==> config.mk <==
export PLATFORM = sky130hd
export DESIGN_NAME = irc_codec
export DESIGN_NICKNAME = d
export VERILOG_FILES = /design/src/pkg/irc_pkg.sv /design/src/logic/irc_codec.sv /design/src/logic/irc_sync.sv /design/src/logic/irc_tick_gen.sv
export SDC_FILE = /design/constraint.sdc
export NUM_CORES = 1
export LEC_CHECK = 0
export ABC_AREA = 1
export BUFFER_PORTS_ARGS = -buffer_cell sky130_fd_sc_hd__buf_2
export CAP_MARGIN = 20
export CELL_PAD_IN_SITES_DETAIL_PLACEMENT = 0
export CELL_PAD_IN_SITES_GLOBAL_PLACEMENT = 1
export CORE_ASPECT_RATIO = 0.9
export CORE_UTILIZATION = 47
export CTS_CLUSTER_DIAMETER = 60
export DETAILED_ROUTE_END_ITERATION = 12
export GPL_TIMING_DRIVEN = 0
export PLACE_DENSITY = 0.86
export SETUP_SLACK_MARGIN = 0.15
export SLEW_MARGIN = 20
export SYNTH_ARGS = -nofsm -noshare
export SYNTH_HDL_FRONTEND = slang
export SYNTH_SLANG_ARGS = --single-unit
==> constraint.sdc <==
create_clock -name mclk -period 2.8 [get_ports mclk]
set_input_delay 0.28 -clock mclk [delete_from_list [all_inputs] [get_ports mclk]]
set_output_delay 0.28 -clock mclk [all_outputs]
set_load 0.01 [all_outputs]
==> src/pkg/irc_pkg.sv <==
// Purpose: Shared constants and types for the infrared UART codec.
// Assumes: 20 MHz master clock, sixteen sub-bit ticks per bit.
// Notes: Divider values are in master clock cycles per sub-bit tick.
package irc_pkg;
  localparam int CLK_HZ = 20000000;
  localparam int TICKS_PER_BIT = 16;
  localparam logic [3:0] TICK_LAST = 4'hf;
  localparam logic [3:0] ZERO_PULSE_START = 4'h7;
  localparam logic [3:0] ZERO_PULSE_END = 4'ha;
  localparam logic [3:0] RX_DECIDE_TICK = 4'h2;
  localparam logic [3:0] RX_BITS_LAST = 4'h8;
  localparam logic [3:0] TX_BITS_LAST = 4'h9;
  // Oscillator divide ratios per bit, turned into cycles per tick.
  localparam int DIV_768 = 768;
  localparam int DIV_384 = 384;
  localparam int DIV_192 = 192;
  localparam int DIV_128 = 128;
  localparam int DIV_64 = 64;
  localparam logic [5:0] TICK_768 = 6'(DIV_768 / TICKS_PER_BIT);
  localparam logic [5:0] TICK_384 = 6'(DIV_384 / TICKS_PER_BIT);
  localparam logic [5:0] TICK_192 = 6'(DIV_192 / TICKS_PER_BIT);
  localparam logic [5:0] TICK_128 = 6'(DIV_128 / TICKS_PER_BIT);
  localparam logic [5:0] TICK_64 = 6'(DIV_64 / TICKS_PER_BIT);
  localparam logic [2:0] SEL_768 = 3'h0;
  localparam logic [2:0] SEL_384 = 3'h1;
  localparam logic [2:0] SEL_192 = 3'h2;
  localparam logic [2:0] SEL_128 = 3'h3;
  localparam logic [2:0] SEL_64 = 3'h4;
  localparam logic [2:0] SEL_SOFT = 3'h7;
  localparam logic [7:0] CMD_768 = 8'h87;
  localparam logic [7:0] CMD_384 = 8'h8b;
  localparam logic [7:0] CMD_192 = 8'h85;
  localparam logic [7:0] CMD_128 = 8'h83;
  localparam logic [7:0] CMD_64 = 8'h81;
  localparam logic [7:0] CMD_CHANGE = 8'h11;
  // Reset delay timer and wake delay, in oscillator periods.
  localparam int RESET_DELAY_TOSC = 1000;
  localparam int WAKE_DELAY_TOSC = 1000;
  localparam logic [9:0] RESET_DELAY_CYC = 10'(RESET_DELAY_TOSC);
  localparam logic [9:0] WAKE_DELAY_CYC = 10'(WAKE_DELAY_TOSC);

  typedef enum logic [3:0] {
    ST_RESET = 4'h1,
    ST_WAIT = 4'h2,
    ST_RUN = 4'h4,
    ST_SLEEP = 4'h8
  } irc_state_type;

  typedef struct packed {
    logic mode_cmd;
    logic run;
    logic [5:0] tick_div;
  } irc_ctrl_type;
endpackage

==> src/logic/irc_codec.sv <==
// Purpose: Infrared UART codec top: pulse encoder, decoder, baud control.
// Assumes: 20 MHz mclk; pins are asynchronous and synchronised here.
// Notes: One shared tick divider serves both directions (half duplex).
//
// Summary of operation
// - Held in reset while reset is low, then timer, then run.
// - Sixteen sub-bit ticks per bit time time start and data bits.
// - Stop bit tick-timed on transmit, not on receive.
// - Half duplex: transmit or receive, never both at once.
// - Rate pins 000..100 select divide by 768, 384, 192, 128, 64.
// - Rate pins 111 select software rate, defaulting to divide by 768.
// - Mode low with rate pins 111: echo UART bytes within one bit, no infrared coding.
// - Mode high: data mode, encoding and decoding operate.
// - Codes 87, 8b, 85, 83, 81 select 768, 384, 192, 128, 64.
// - Change command 11 adopts last valid code after echo stop bit.
// - Encoded start follows UART start edge; bits sixteen ticks apart.
// - Decoded start follows infrared edge; bits sixteen ticks apart.
// - Zero bit: output low seven ticks, high three, low six.
// - One bit: infrared output low for all sixteen ticks.
// - Input low three ticks is zero; high all sixteen is one.
// - Each decoded bit except the last data bit holds on UART output for sixteen ticks.
// - Enable low disables operation into a low power state.
// - After enable rises, no traffic for 1000 oscillator periods.
`timescale 1ns/1ps
module irc_codec
  import irc_pkg::*;
(
  // Clock and reset
  input wire logic mclk,
  input wire logic rstn,
  // Controller UART side
  input wire logic uart_rx_in,
  output logic uart_tx_out,
  // Optical transceiver side
  input wire logic optical_rx_in,
  output logic optical_tx_out,
  // Configuration pins
  input wire logic [2:0] rate_select_pins,
  input wire logic mode_data,
  input wire logic enable,
  // Status
  output logic running
);
  typedef enum logic [2:0] {
    DIR_IDLE = 3'h1,
    DIR_TX = 3'h2,
    DIR_RX = 3'h4
  } irc_dir_type;

  function automatic logic [5:0] sel_to_div(input logic [2:0] sel);
    case (sel)
      SEL_384: sel_to_div = TICK_384;
      SEL_192: sel_to_div = TICK_192;
      SEL_128: sel_to_div = TICK_128;
      SEL_64: sel_to_div = TICK_64;
      default: sel_to_div = TICK_768;
    endcase
  endfunction

  function automatic logic [3:0] code_to_sel(input logic [7:0] code);
    case (code)
      CMD_768: code_to_sel = {1'b0, SEL_768};
      CMD_384: code_to_sel = {1'b0, SEL_384};
      CMD_192: code_to_sel = {1'b0, SEL_192};
      CMD_128: code_to_sel = {1'b0, SEL_128};
      CMD_64: code_to_sel = {1'b0, SEL_64};
      default: code_to_sel = 4'h8;
    endcase
  endfunction

  // Synchronised pins.
  logic [6:0] pins_s;
  logic urx_s, orx_s, mode_s, en_s;
  logic [2:0] rate_s;
  // Reset values are the idle pins with the part enabled. A low enable here
  // would send the sequencer to sleep for the first edges after reset.
  irc_sync #(.WIDTH(7), .INIT(7'h7b)) u_sync (
    .mclk(mclk),
    .rstn(rstn),
    .d({uart_rx_in, optical_rx_in, mode_data, enable, rate_select_pins}),
    .q(pins_s)
  );
  assign {urx_s, orx_s, mode_s, en_s, rate_s} = pins_s;

  // Power and reset sequencing.
  irc_state_type st_reg, st_next;
  logic [9:0] dly_reg, dly_next;
  logic run;

  always_comb begin
    st_next = st_reg;
    dly_next = dly_reg;
    case (st_reg)
      ST_RESET: begin
        st_next = ST_WAIT;
        dly_next = RESET_DELAY_CYC - 10'h1;
      end
      ST_WAIT: begin
        if (!en_s) begin
          st_next = ST_SLEEP;
        end else if (dly_reg == 10'h0) begin
          st_next = ST_RUN;
        end else begin
          dly_next = dly_reg - 10'h1;
        end
      end
      ST_RUN: begin
        if (!en_s) begin
          st_next = ST_SLEEP;
        end
      end
      ST_SLEEP: begin
        if (en_s) begin
          st_next = ST_WAIT;
          dly_next = WAKE_DELAY_CYC - 10'h1;
        end
      end
      default: st_next = ST_RESET;
    endcase
  end

  always_ff @(posedge mclk or negedge rstn) begin
    if (!rstn) begin
      st_reg <= ST_RESET;
      dly_reg <= 10'h0;
    end else begin
      st_reg <= st_next;
      dly_reg <= dly_next;
    end
  end

  assign run = (st_reg == ST_RUN);
  assign running = run;

  // Tick generation and framing state.
  irc_dir_type dir_reg, dir_next;
  logic [3:0] sub_reg, sub_next;
  logic [3:0] bit_reg, bit_next;
  logic [7:0] shf_reg, shf_next;
  logic val_reg, val_next;
  logic itx_reg, itx_next;
  logic utx_reg, utx_next;
  logic rxlow_reg, rxlow_next;
  logic urx_d_reg, orx_d_reg;
  logic [2:0] soft_reg, soft_next;
  logic [3:0] pend_reg, pend_next;
  logic chg_reg, chg_next;
  logic tick, restart;
  logic [2:0] cur_sel;
  logic [5:0] period;
  logic cmd_mode;
  logic [3:0] code_sel;
  logic u_fall, o_fall;
  irc_ctrl_type ctrl;

  assign cur_sel = (rate_s == SEL_SOFT) ? soft_reg : rate_s;
  assign period = sel_to_div(cur_sel);
  assign cmd_mode = !mode_s && (rate_s == SEL_SOFT);
  assign code_sel = code_to_sel(shf_reg);
  assign ctrl = '{mode_cmd: cmd_mode, run: run, tick_div: period};
  assign u_fall = urx_d_reg && !urx_s;
  assign o_fall = orx_d_reg && !orx_s;
  // Only one direction starts at a time; transmit wins a tie.
  assign restart = ctrl.run && (dir_reg == DIR_IDLE) &&
                   (u_fall || (o_fall && !ctrl.mode_cmd));

  irc_tick_gen u_tick (
    .mclk(mclk),
    .rstn(rstn),
    .restart(restart),
    .period(ctrl.tick_div),
    .tick(tick)
  );

  always_comb begin
    dir_next = dir_reg;
    sub_next = sub_reg;
    bit_next = bit_reg;
    shf_next = shf_reg;
    val_next = val_reg;
    itx_next = 1'b0;
    utx_next = utx_reg;
    rxlow_next = rxlow_reg;
    soft_next = soft_reg;
    pend_next = pend_reg;
    chg_next = chg_reg;
    case (dir_reg)
      DIR_IDLE: begin
        utx_next = 1'b1;
        sub_next = 4'h0;
        bit_next = 4'h0;
        if (restart && u_fall) begin
          dir_next = DIR_TX;
          val_next = 1'b0;
        end else if (restart) begin
          dir_next = DIR_RX;
          rxlow_next = 1'b0;
        end
      end
      DIR_TX: begin
        // Encoder or, in command mode, echo of the sampled level.
        if (ctrl.mode_cmd) begin
          utx_next = val_reg;
        end else if (!val_reg && sub_reg >= ZERO_PULSE_START &&
                     sub_reg < ZERO_PULSE_END) begin
          itx_next = 1'b1;
        end
        if (tick) begin
          sub_next = sub_reg + 4'h1;
          if (sub_reg == 4'h7 && bit_reg != 4'h0 &&
              bit_reg != TX_BITS_LAST) begin
            shf_next = {urx_s, shf_reg[7:1]};
          end
          if (sub_reg == TICK_LAST) begin
            bit_next = bit_reg + 4'h1;
            val_next = urx_s;
            if (bit_reg == TX_BITS_LAST) begin
              dir_next = DIR_IDLE;
              utx_next = 1'b1;
              val_next = 1'b0;
              if (ctrl.mode_cmd) begin
                if (chg_reg) begin
                  soft_next = pend_reg[2:0];
                  chg_next = 1'b0;
                end
                if (shf_reg == CMD_CHANGE) begin
                  if (!pend_reg[3]) begin
                    chg_next = 1'b1;
                  end
                end else if (!code_sel[3]) begin
                  pend_next = code_sel;
                end
              end
            end
          end
        end
        if (chg_next && dir_next == DIR_IDLE) begin
          soft_next = pend_next[2:0];
          chg_next = 1'b0;
        end
      end
      DIR_RX: begin
        if (tick) begin
          sub_next = sub_reg + 4'h1;
          if (sub_reg <= RX_DECIDE_TICK && !orx_s) begin
            rxlow_next = 1'b1;
          end
          if (sub_reg == RX_DECIDE_TICK) begin
            utx_next = !(rxlow_reg || !orx_s);
          end
          if (sub_reg == TICK_LAST) begin
            bit_next = bit_reg + 4'h1;
            rxlow_next = 1'b0;
            if (bit_reg == RX_BITS_LAST) begin
              // Stop bit is not tick-timed: release the line now.
              dir_next = DIR_IDLE;
              utx_next = 1'b1;
            end
          end
        end
      end
      default: dir_next = DIR_IDLE;
    endcase
    if (!ctrl.run) begin
      dir_next = DIR_IDLE;
      utx_next = 1'b1;
      itx_next = 1'b0;
    end
    if (rate_s != SEL_SOFT) begin
      soft_next = SEL_768;
      chg_next = 1'b0;
      pend_next = {1'b0, SEL_768};
    end
  end

  always_ff @(posedge mclk or negedge rstn) begin
    if (!rstn) begin
      dir_reg <= DIR_IDLE;
      sub_reg <= 4'h0;
      bit_reg <= 4'h0;
      shf_reg <= 8'h00;
      val_reg <= 1'b0;
      itx_reg <= 1'b0;
      utx_reg <= 1'b1;
      rxlow_reg <= 1'b0;
      soft_reg <= SEL_768;
      pend_reg <= {1'b0, SEL_768};
      chg_reg <= 1'b0;
      urx_d_reg <= 1'b1;
      orx_d_reg <= 1'b1;
    end else begin
      dir_reg <= dir_next;
      sub_reg <= sub_next;
      bit_reg <= bit_next;
      shf_reg <= shf_next;
      val_reg <= val_next;
      itx_reg <= itx_next;
      utx_reg <= utx_next;
      rxlow_reg <= rxlow_next;
      soft_reg <= soft_next;
      pend_reg <= pend_next;
      chg_reg <= chg_next;
      urx_d_reg <= urx_s;
      orx_d_reg <= orx_s;
    end
  end

  assign optical_tx_out = itx_reg;
  assign uart_tx_out = utx_reg;
endmodule // irc_codec

==> src/logic/irc_sync.sv <==
// Purpose: Two-stage synchroniser for a bundle of pin inputs.
// Assumes: Each bit is an independent level.
// Notes: Only the second stage may be read by logic.
`timescale 1ns/1ps
module irc_sync #(
  parameter int WIDTH = 1,
  parameter logic [WIDTH-1:0] INIT = '0
) (
  // Clock and reset
  input wire logic mclk,
  input wire logic rstn,
  // Data
  input wire logic [WIDTH-1:0] d,
  output logic [WIDTH-1:0] q
);
  logic [WIDTH-1:0] s1_reg;

  always_ff @(posedge mclk or negedge rstn) begin
    if (!rstn) begin
      s1_reg <= INIT;
      q <= INIT;
    end else begin
      s1_reg <= d;
      q <= s1_reg;
    end
  end
endmodule // irc_sync

==> src/logic/irc_tick_gen.sv <==
// Purpose: Sub-bit tick divider, one enable pulse per tick period.
// Assumes: Period is at least two clock cycles.
// Notes: Restart realigns the phase to a detected start edge.
`timescale 1ns/1ps
module irc_tick_gen
  import irc_pkg::*;
(
  // Clock and reset
  input wire logic mclk,
  input wire logic rstn,
  // Control
  input wire logic restart,
  input wire logic [5:0] period,
  // Tick
  output logic tick
);
  logic [5:0] cnt_reg, cnt_next;

  always_comb begin
    cnt_next = cnt_reg + 6'h1;
    if (restart || cnt_next >= period) begin
      cnt_next = 6'h0;
    end
  end

  assign tick = (cnt_reg == period - 6'h1) && !restart;

  always_ff @(posedge mclk or negedge rstn) begin
    if (!rstn) begin
      cnt_reg <= 6'h0;
    end else begin
      cnt_reg <= cnt_next;
    end
  end
endmodule // irc_tick_gen

==> results.json, run 1 <==
{
  "wire_per_inst_um": 12.3,
  "synth.avg_cell_area_um2": 8.18,
  "synthTopCellsByArea": "dfrtp_1, dfstp_2, nand2_1, inv_1, nand3_1",
  "path_class": "reg -> reg",
  "clk_pin_slew_ns": 0.08,
  "design.core.area_mm2": 0.00718,
  "n_antenna_cell": 0,
  "die_area_mm2": 0.00791,
  "fin_crit_ns": 2.68,
  "drcViolationCount": 0,
  "die_h_um": 84.5,
  "grt_pass1_wl_mm": 12.3,
  "h-tree-depth": 3,
  "synth_seq_cells": 66,
  "vias_per_cell": 5.07,
  "synthFlopType": "dfrtp_1",
  "numCtsBuffers": 9,
  "track_usage_pct": 20.1,
  "cap_viol_max_count": 0,
  "dr.pass1.iters": 4,
  "powerDensity_mw_per_mm2": 604,
  "largest_reg_flops": 10,
  "synthArstFlopShare_pct": 100,
  "cts-root-buf": "clkbuf_8",
  "status": "finished, final reports clean",
  "cts.sink_count": 66,
  "drive_above_1_share_pct": 23.1,
  "met3RoutedLength_um": 224,
  "critical-path-top-delay-family": "simple AND/OR/NAND/NOR gates",
  "fmax_mhz": 373,
  "highest-signal-layer": "met4",
  "gp_congestion": 0.797,
  "synth_edf_count": 0,
  "dr_wl_met2_mm": 3.27,
  "syn_inst": 434,
  "antenna_found_initial": 0,
  "maxSlewHeadroom_pct": 44.4,
  "post-synth-top-count-cell": "nand2_1",
  "arrival_ns": 2.96,
  "grt_setup_unrepaired": "true",
  "fin_skew_ns": 0.00391,
  "finalHoldViolCount": 0,
  "netlist_area_mm2": 0.00355,
  "initial_utilization_pct": 49.4,
  "nNetsFinal": 497,
  "vdd_drop_max_mv": 0.455,
  "crit_top_cell": "nand2_2",
  "nFillCells": 642,
  "synth_common_cells": "nand2_1, inv_1, dfrtp_1, nor2_1, nand3_1",
  "cp_cell_sequence": "nand4_1 > nand2_2 > nand3_2 > nand2_2 > inv_2 > ha_4 > a21boi_1 > o21ai_1 > nor2_2 > nand2_2 > nor2_4 > nand3_4 > nand2_4 > nand2_4 > a21oi_4 > nand3_1 > o21ai_1",
  "cp-start-kind": "flop",
  "gr-total-overflow": 0,
  "wirelength_mm": 7.09,
  "cp.buffers_inverters": 1,
  "ys_warn_count": 0,
  "io_pins": 12,
  "synth_top_area_share_pct": 34.5,
  "endpoint_kind": "flop",
  "area_growth_pct": 20.4,
  "cp.required_ns": 3.08,
  "drt_iter0_markers": 147,
  "cts_buffer_depth": 2,
  "tns_ns": 0,
  "critPathMaxStageDelay_ns": 0.59,
  "syn_nets": 455,
  "slowest_stage": "dfstp_2",
  "synth_cell_types": 40,
  "port_buffers": 11,
  "final_area_mm2": 0.00428,
  "antenna_left": 0,
  "vias": 2908,
  "yosysSeqAreaShare_pct": 47.1,
  "worst-path-max-fanout": 8,
  "fin_crit_sh_pct": 95.7,
  "tightest_slew_ns": 0.826,
  "hold_path.class": "in -> reg",
  "grt_pass1_vias": 2828,
  "hpwl_mm": 4.83,
  "setup_violations": 0,
  "grt_max_degree": 37,
  "dpl_cell_area_mm2": 0.00374,
  "yosys.area.top_type": "dfrtp_1",
  "cellLeakagePower_uw": 0.00203,
  "insertion_delay_ns": 0.35,
  "fp.dieW_um": 93.6,
  "wl_met1_mm": 3.52,
  "num_rows": 29,
  "cts_tree": "yes",
  "slew_violations": 0
}
layout by cell type (no fill, tap or decap), types with 4 or more instances in the layout:
cell type   count
buf_4          12
clkbuf_8        9
o21ai_1        16
o21ai_0        15
nand3_1        31
a21oi_1         8
nand2_2        14
nor2_1         39
ha_1           11
nand2_1        77
dfrtp_1        49
inv_1          67
o22ai_1         4
nand4_1        15
dfstp_2        17
o21ai_2         5
nand2_4         5
nand3_2         8
clkinvlp_4      4
buf_2          10
nor3_1          9
xor2_1          5
worst register-to-register path, cell delays in order (launching register included):
cell      delay, ns
dfstp_2        0.59
nand4_1        0.19
nand2_2        0.15
nand3_2        0.09
nand2_2        0.09
inv_2          0.04
ha_4           0.20
a21boi_1       0.11
o21ai_1        0.09
nor2_2         0.12
nand2_2        0.06
nor2_4         0.11
nand3_4        0.14
nand2_4        0.11
nand2_4        0.08
a21oi_4        0.23
nand3_1        0.11
o21ai_1        0.10
path summary, 6_finish.rpt:
check / start / end / slack (ns) / cells past startpoint
setup / recovery: u_sync.q[1] / bit_reg[2] / 0.12 / 17
hold / removal: uart_rx_in / u_sync.s1_reg[6] / 0.02 / 1
setup reg to reg: u_sync.q[1] / bit_reg[2] / 0.12 / 17
hold reg to reg: u_sync.s1_reg[6] / u_sync.q[6] / 0.36 / 0
max in group asynchronous: rstn / u_sync.q[4] / 1.82 / 3
min in group asynchronous: rstn / shf_reg[6] / 0.39 / 2
through the flow:
step                      total power [uW]  hold WS [ns]  utilization [%]  instances  setup WS [ns]
after floorplan                       1580       -0.0156                -        434          0.252
after global placement                1710         0.344             51.8        538        -0.0705
after detailed placement              1730         0.239             52.1        539         -0.116
after CTS                             2600       0.00599             57.3        570          0.130
after global routing                  2770       0.00494             59.5        574        -0.0666
final                                 2580        0.0205             59.5        574          0.121
metal layers:
| layer | global-route usage (%) | vias to the layer above |
|---|---|---|
| met5 | 0 | - |
| met2 | 32.3 | 35 |
| met4 | 7.55 | 0 |
| li1 | - | 1511 |
| met3 | 5.25 | 9 |
| met1 | 26.0 | 1353 |
cell families after synthesis:
family | share of synthesized area [%]
xor+xnor | 1.73
fa+ha+maj | 4.23
flops | 47.1
buf+inv | 7.75
simple gates | 29.2
compound gates | 9.97
power breakdown:
| part | total (uW) | internal, uW | switching [uW] |
|---|---|---|---|
| logic | 613 | 226 | 388 |
| registers | 1140 | 1070 | 73.6 |
| clock network | 824 | 417 | 407 |
| total | 2580 | 1710 | 868 |
area by class of cell:
type,count,area (um2),area share (%)
flip-flops and latches,66,1670,39.1
multi-input cells,295,1720,40.2
plain buffers,1,15.0,0.351
well taps,93,116,2.72
repair buffers,31,278,6.50
inverters,72,275,6.44
clock inverters,7,77.6,1.81
clock buffers,9,124,2.90
repair_timing:
action,4_1_cts,5_1_grt
gates cloned,0,1
resized for setup,13,32
hold buffers,3,0
pin swaps,13,14
setup endpoints to repair,27,27
endpoints found under the hold margin,22,0
buffers inserted,12,3
Power figures use the tool's default switching activity.
==> inputs of run 2 (changes only) <==
--- a/config.mk
+++ b/config.mk
@@ -11,11 +11,11 @@
 export CELL_PAD_IN_SITES_DETAIL_PLACEMENT = 0
 export CELL_PAD_IN_SITES_GLOBAL_PLACEMENT = 1
 export CORE_ASPECT_RATIO = 0.9
-export CORE_UTILIZATION = 47
+export CORE_UTILIZATION = 42
 export CTS_CLUSTER_DIAMETER = 60
 export DETAILED_ROUTE_END_ITERATION = 12
 export GPL_TIMING_DRIVEN = 0
-export PLACE_DENSITY = 0.86
+export PLACE_DENSITY = 0.82
 export SETUP_SLACK_MARGIN = 0.15
 export SLEW_MARGIN = 20
 export SYNTH_ARGS = -nofsm -noshare
==> constraint.sdc (replaced) <==
create_clock -name mclk -period 2.35 [get_ports mclk]
set_input_delay 0.235 -clock mclk [delete_from_list [all_inputs] [get_ports mclk]]
set_output_delay 0.235 -clock mclk [all_outputs]
set_load 0.01 [all_outputs]
==> run 2 against run 1 <==
Compared with the run above:
- the flow now finishes with violations (negative setup slack)
- first-iteration DRC count down 20%
- clock-buffer cell count up 2
- register-to-register slack worse by 0.47 ns
- hold slack better by 0.33 ns
- power up 25%
- sequential cell count unchanged
- largest cell class unchanged
==> results.json, run 2 (same netlist as run 1, synthesis figures left out) <==
{
  "layout_commonest_cell": "nand2_1",
  "power_frac_seq_pct": 42.4,
  "die_h_um": 89.2,
  "fin_crit_sh_pct": 115,
  "area_growth_pct": 23.6,
  "hpwl_mm": 4.98,
  "cp.required_ns": 2.63,
  "tns_ns": -7.65,
  "gr-total-overflow": 0,
  "slowest_stage": "dfstp_2",
  "cts-root-buf": "clkbuf_8",
  "layout_setup_ws_ns": -0.352,
  "fmax_mhz": 370,
  "numCtsBuffers": 9,
  "fin_crit_ns": 2.70,
  "cellLeakagePower_uw": 0.00210,
  "cp.buffers_inverters": 2,
  "nFillCells": 768,
  "setup_violations": 35,
  "maxSlewHeadroom_pct": 43.6,
  "cts_buffer_depth": 2,
  "vias_per_cell": 4.98,
  "drt_iter0_markers": 118,
  "wirelength_mm": 7.38,
  "grt_max_degree": 36,
  "p_comb_share_pct": 26.1,
  "worst-path-max-fanout": 8,
  "design.core.area_mm2": 0.00811,
  "vdd_drop_max_mv": 0.583,
  "path_class": "reg -> reg",
  "antenna_found_initial": 0,
  "multi_input_area_mm2": 0.00177,
  "io_pins": 12,
  "violations": "negative setup slack",
  "grt_pass1_wl_mm": 12.1,
  "fin_skew_ns": 0.0174,
  "cp_num_cells": 19,
  "whs_ns": 0.355,
  "gp_congestion": 0.785,
  "port_buffers": 11,
  "cp-start-kind": "flop",
  "cts.sink_count": 66,
  "hold_path.class": "in -> async",
  "cap_viol_max_count": 0,
  "drcViolationCount": 0,
  "status": "finished with violations",
  "slew_violations": 0,
  "initial_utilization_pct": 43.8,
  "arrival_ns": 2.99,
  "vias": 2932,
  "clk_pin_slew_ns": 0.08,
  "endpoint_kind": "flop",
  "insertion_delay_ns": 0.36,
  "tightest_slew_ns": 0.840,
  "wire_per_inst_um": 12.5,
  "finalHoldViolCount": 0,
  "cp_cell_sequence": "buf_4 > nand3_4 > nand2_1 > nand2_2 > nand2_2 > nand2_1 > inv_1 > ha_4 > a21boi_2 > o21ai_1 > nor2_2 > nand2_2 > nor2_4 > nand3_4 > nand2_4 > nand2_4 > a21oi_4 > nand3_1 > o21ai_1",
  "n_antenna_cell": 0,
  "regArea_mm2": 0.00167,
  "critPathMaxStageDelay_ns": 0.58,
  "crit_top_cell": "nand2_2",
  "nNetsFinal": 506,
  "grt_pass1_vias": 2738,
  "cts_tree": "yes",
  "num_rows": 31,
  "rr_worst_depth": 19,
  "dr.pass1.iters": 4,
  "layout_common_cells": "nand2_1, inv_1, dfrtp_1",
  "switching_share_pct": 33.4,
  "powerDensity_mw_per_mm2": 737,
  "clock_power_share_pct": 31.5,
  "fp.dieW_um": 98.9,
  "largest_reg_flops": 10,
  "antenna_left": 0,
  "h-tree-depth": 3,
  "drive_above_1_share_pct": 25.7,
  "critical-path-top-delay-family": "simple AND/OR/NAND/NOR gates",
  "cellInternalPower_uw": 2160,
  "p_switching_uw": 1080,
  "grt_setup_unrepaired": "true",
  "track_usage_pct": 17.8,
  "die_area_mm2": 0.00883
}
==> run 2: what timing repair did <==
action,in CTS,in global routing
cloned,1,0
buffers inserted,11,8
resized for setup,23,27
pin swaps,18,22
hold endpoints to repair,28,0
hold buffers,8,0
endpoints found under the setup margin,36,43
==> run 2: power by group through the flow <==
stage	Sequential (uW)	Clock, uW	Combinational [uW]
after global routing	1390	1090	958
after global placement	1390	0	663
final	1370	1020	845
after detailed placement	1390	0	682
after CTS	1370	1060	736
after floorplan	1370	0	525
==> run 2: layout make-up <==
cell class	count	share of cell area, %
sequential	66	38.1
inverter	72	6.33
timing repair buffer	40	7.18
multi-input combinational	295	40.4
clock buffer	11	3.45
buffer	1	0.257
clock inverter	5	1.43
tap	99	2.82
==> run 2: final timing paths <==
path                                  startpoint                to  slack [ns]
min in group mclk               u_sync.s1_reg[3]       u_sync.q[3]        0.36
worst min register to register  u_sync.s1_reg[3]       u_sync.q[3]        0.36
worst max-delay path                 u_sync.q[1]        bit_reg[0]       -0.35
worst max register to register       u_sync.q[1]        bit_reg[0]       -0.35
worst min-delay path                        rstn        shf_reg[1]        0.36
max in group asynchronous                   rstn  u_sync.s1_reg[0]        1.39
==> run 2: metrics by stage <==
| step | setup slack [ns] | cell area [um2] | power (uW) | instances | utilization, % |
|---|---|---|---|---|---|
| 2_1_floorplan | -0.178 | 3570 | 1890 | 434 | - |
| 3_3_place_gp | -0.486 | 3750 | 2050 | 544 | 46.3 |
| 3_5_place_dp | -0.550 | 3780 | 2070 | 545 | 46.6 |
| 4_1_cts | -0.355 | 4250 | 3160 | 581 | 52.4 |
| 5_1_grt | -0.506 | 4390 | 3440 | 589 | 54.1 |
| 6_report | -0.352 | 4390 | 3240 | 589 | 54.1 |
==> run 2: per-layer routing <==
metal,vias up,wire (um),GRT usage [%]
li1,1520,-,-
met5,-,0,0
met3,10,335,5.79
met1,1349,3620,22.7
met4,0,104,7.60
met2,53,3320,28.0
==> run 2: worst reg2reg max path, cell delays in order (launching register included) <==
cell and delay (ns):
dfstp_2 0.58, buf_4 0.13, nand3_4 0.07, nand2_1 0.10
nand2_2 0.09, nand2_2 0.08, nand2_1 0.05, inv_1 0.11
ha_4 0.22, a21boi_2 0.11, o21ai_1 0.09, nor2_2 0.12
nand2_2 0.06, nor2_4 0.11, nand3_4 0.14, nand2_4 0.10
nand2_4 0.08, a21oi_4 0.24, nand3_1 0.10, o21ai_1 0.08
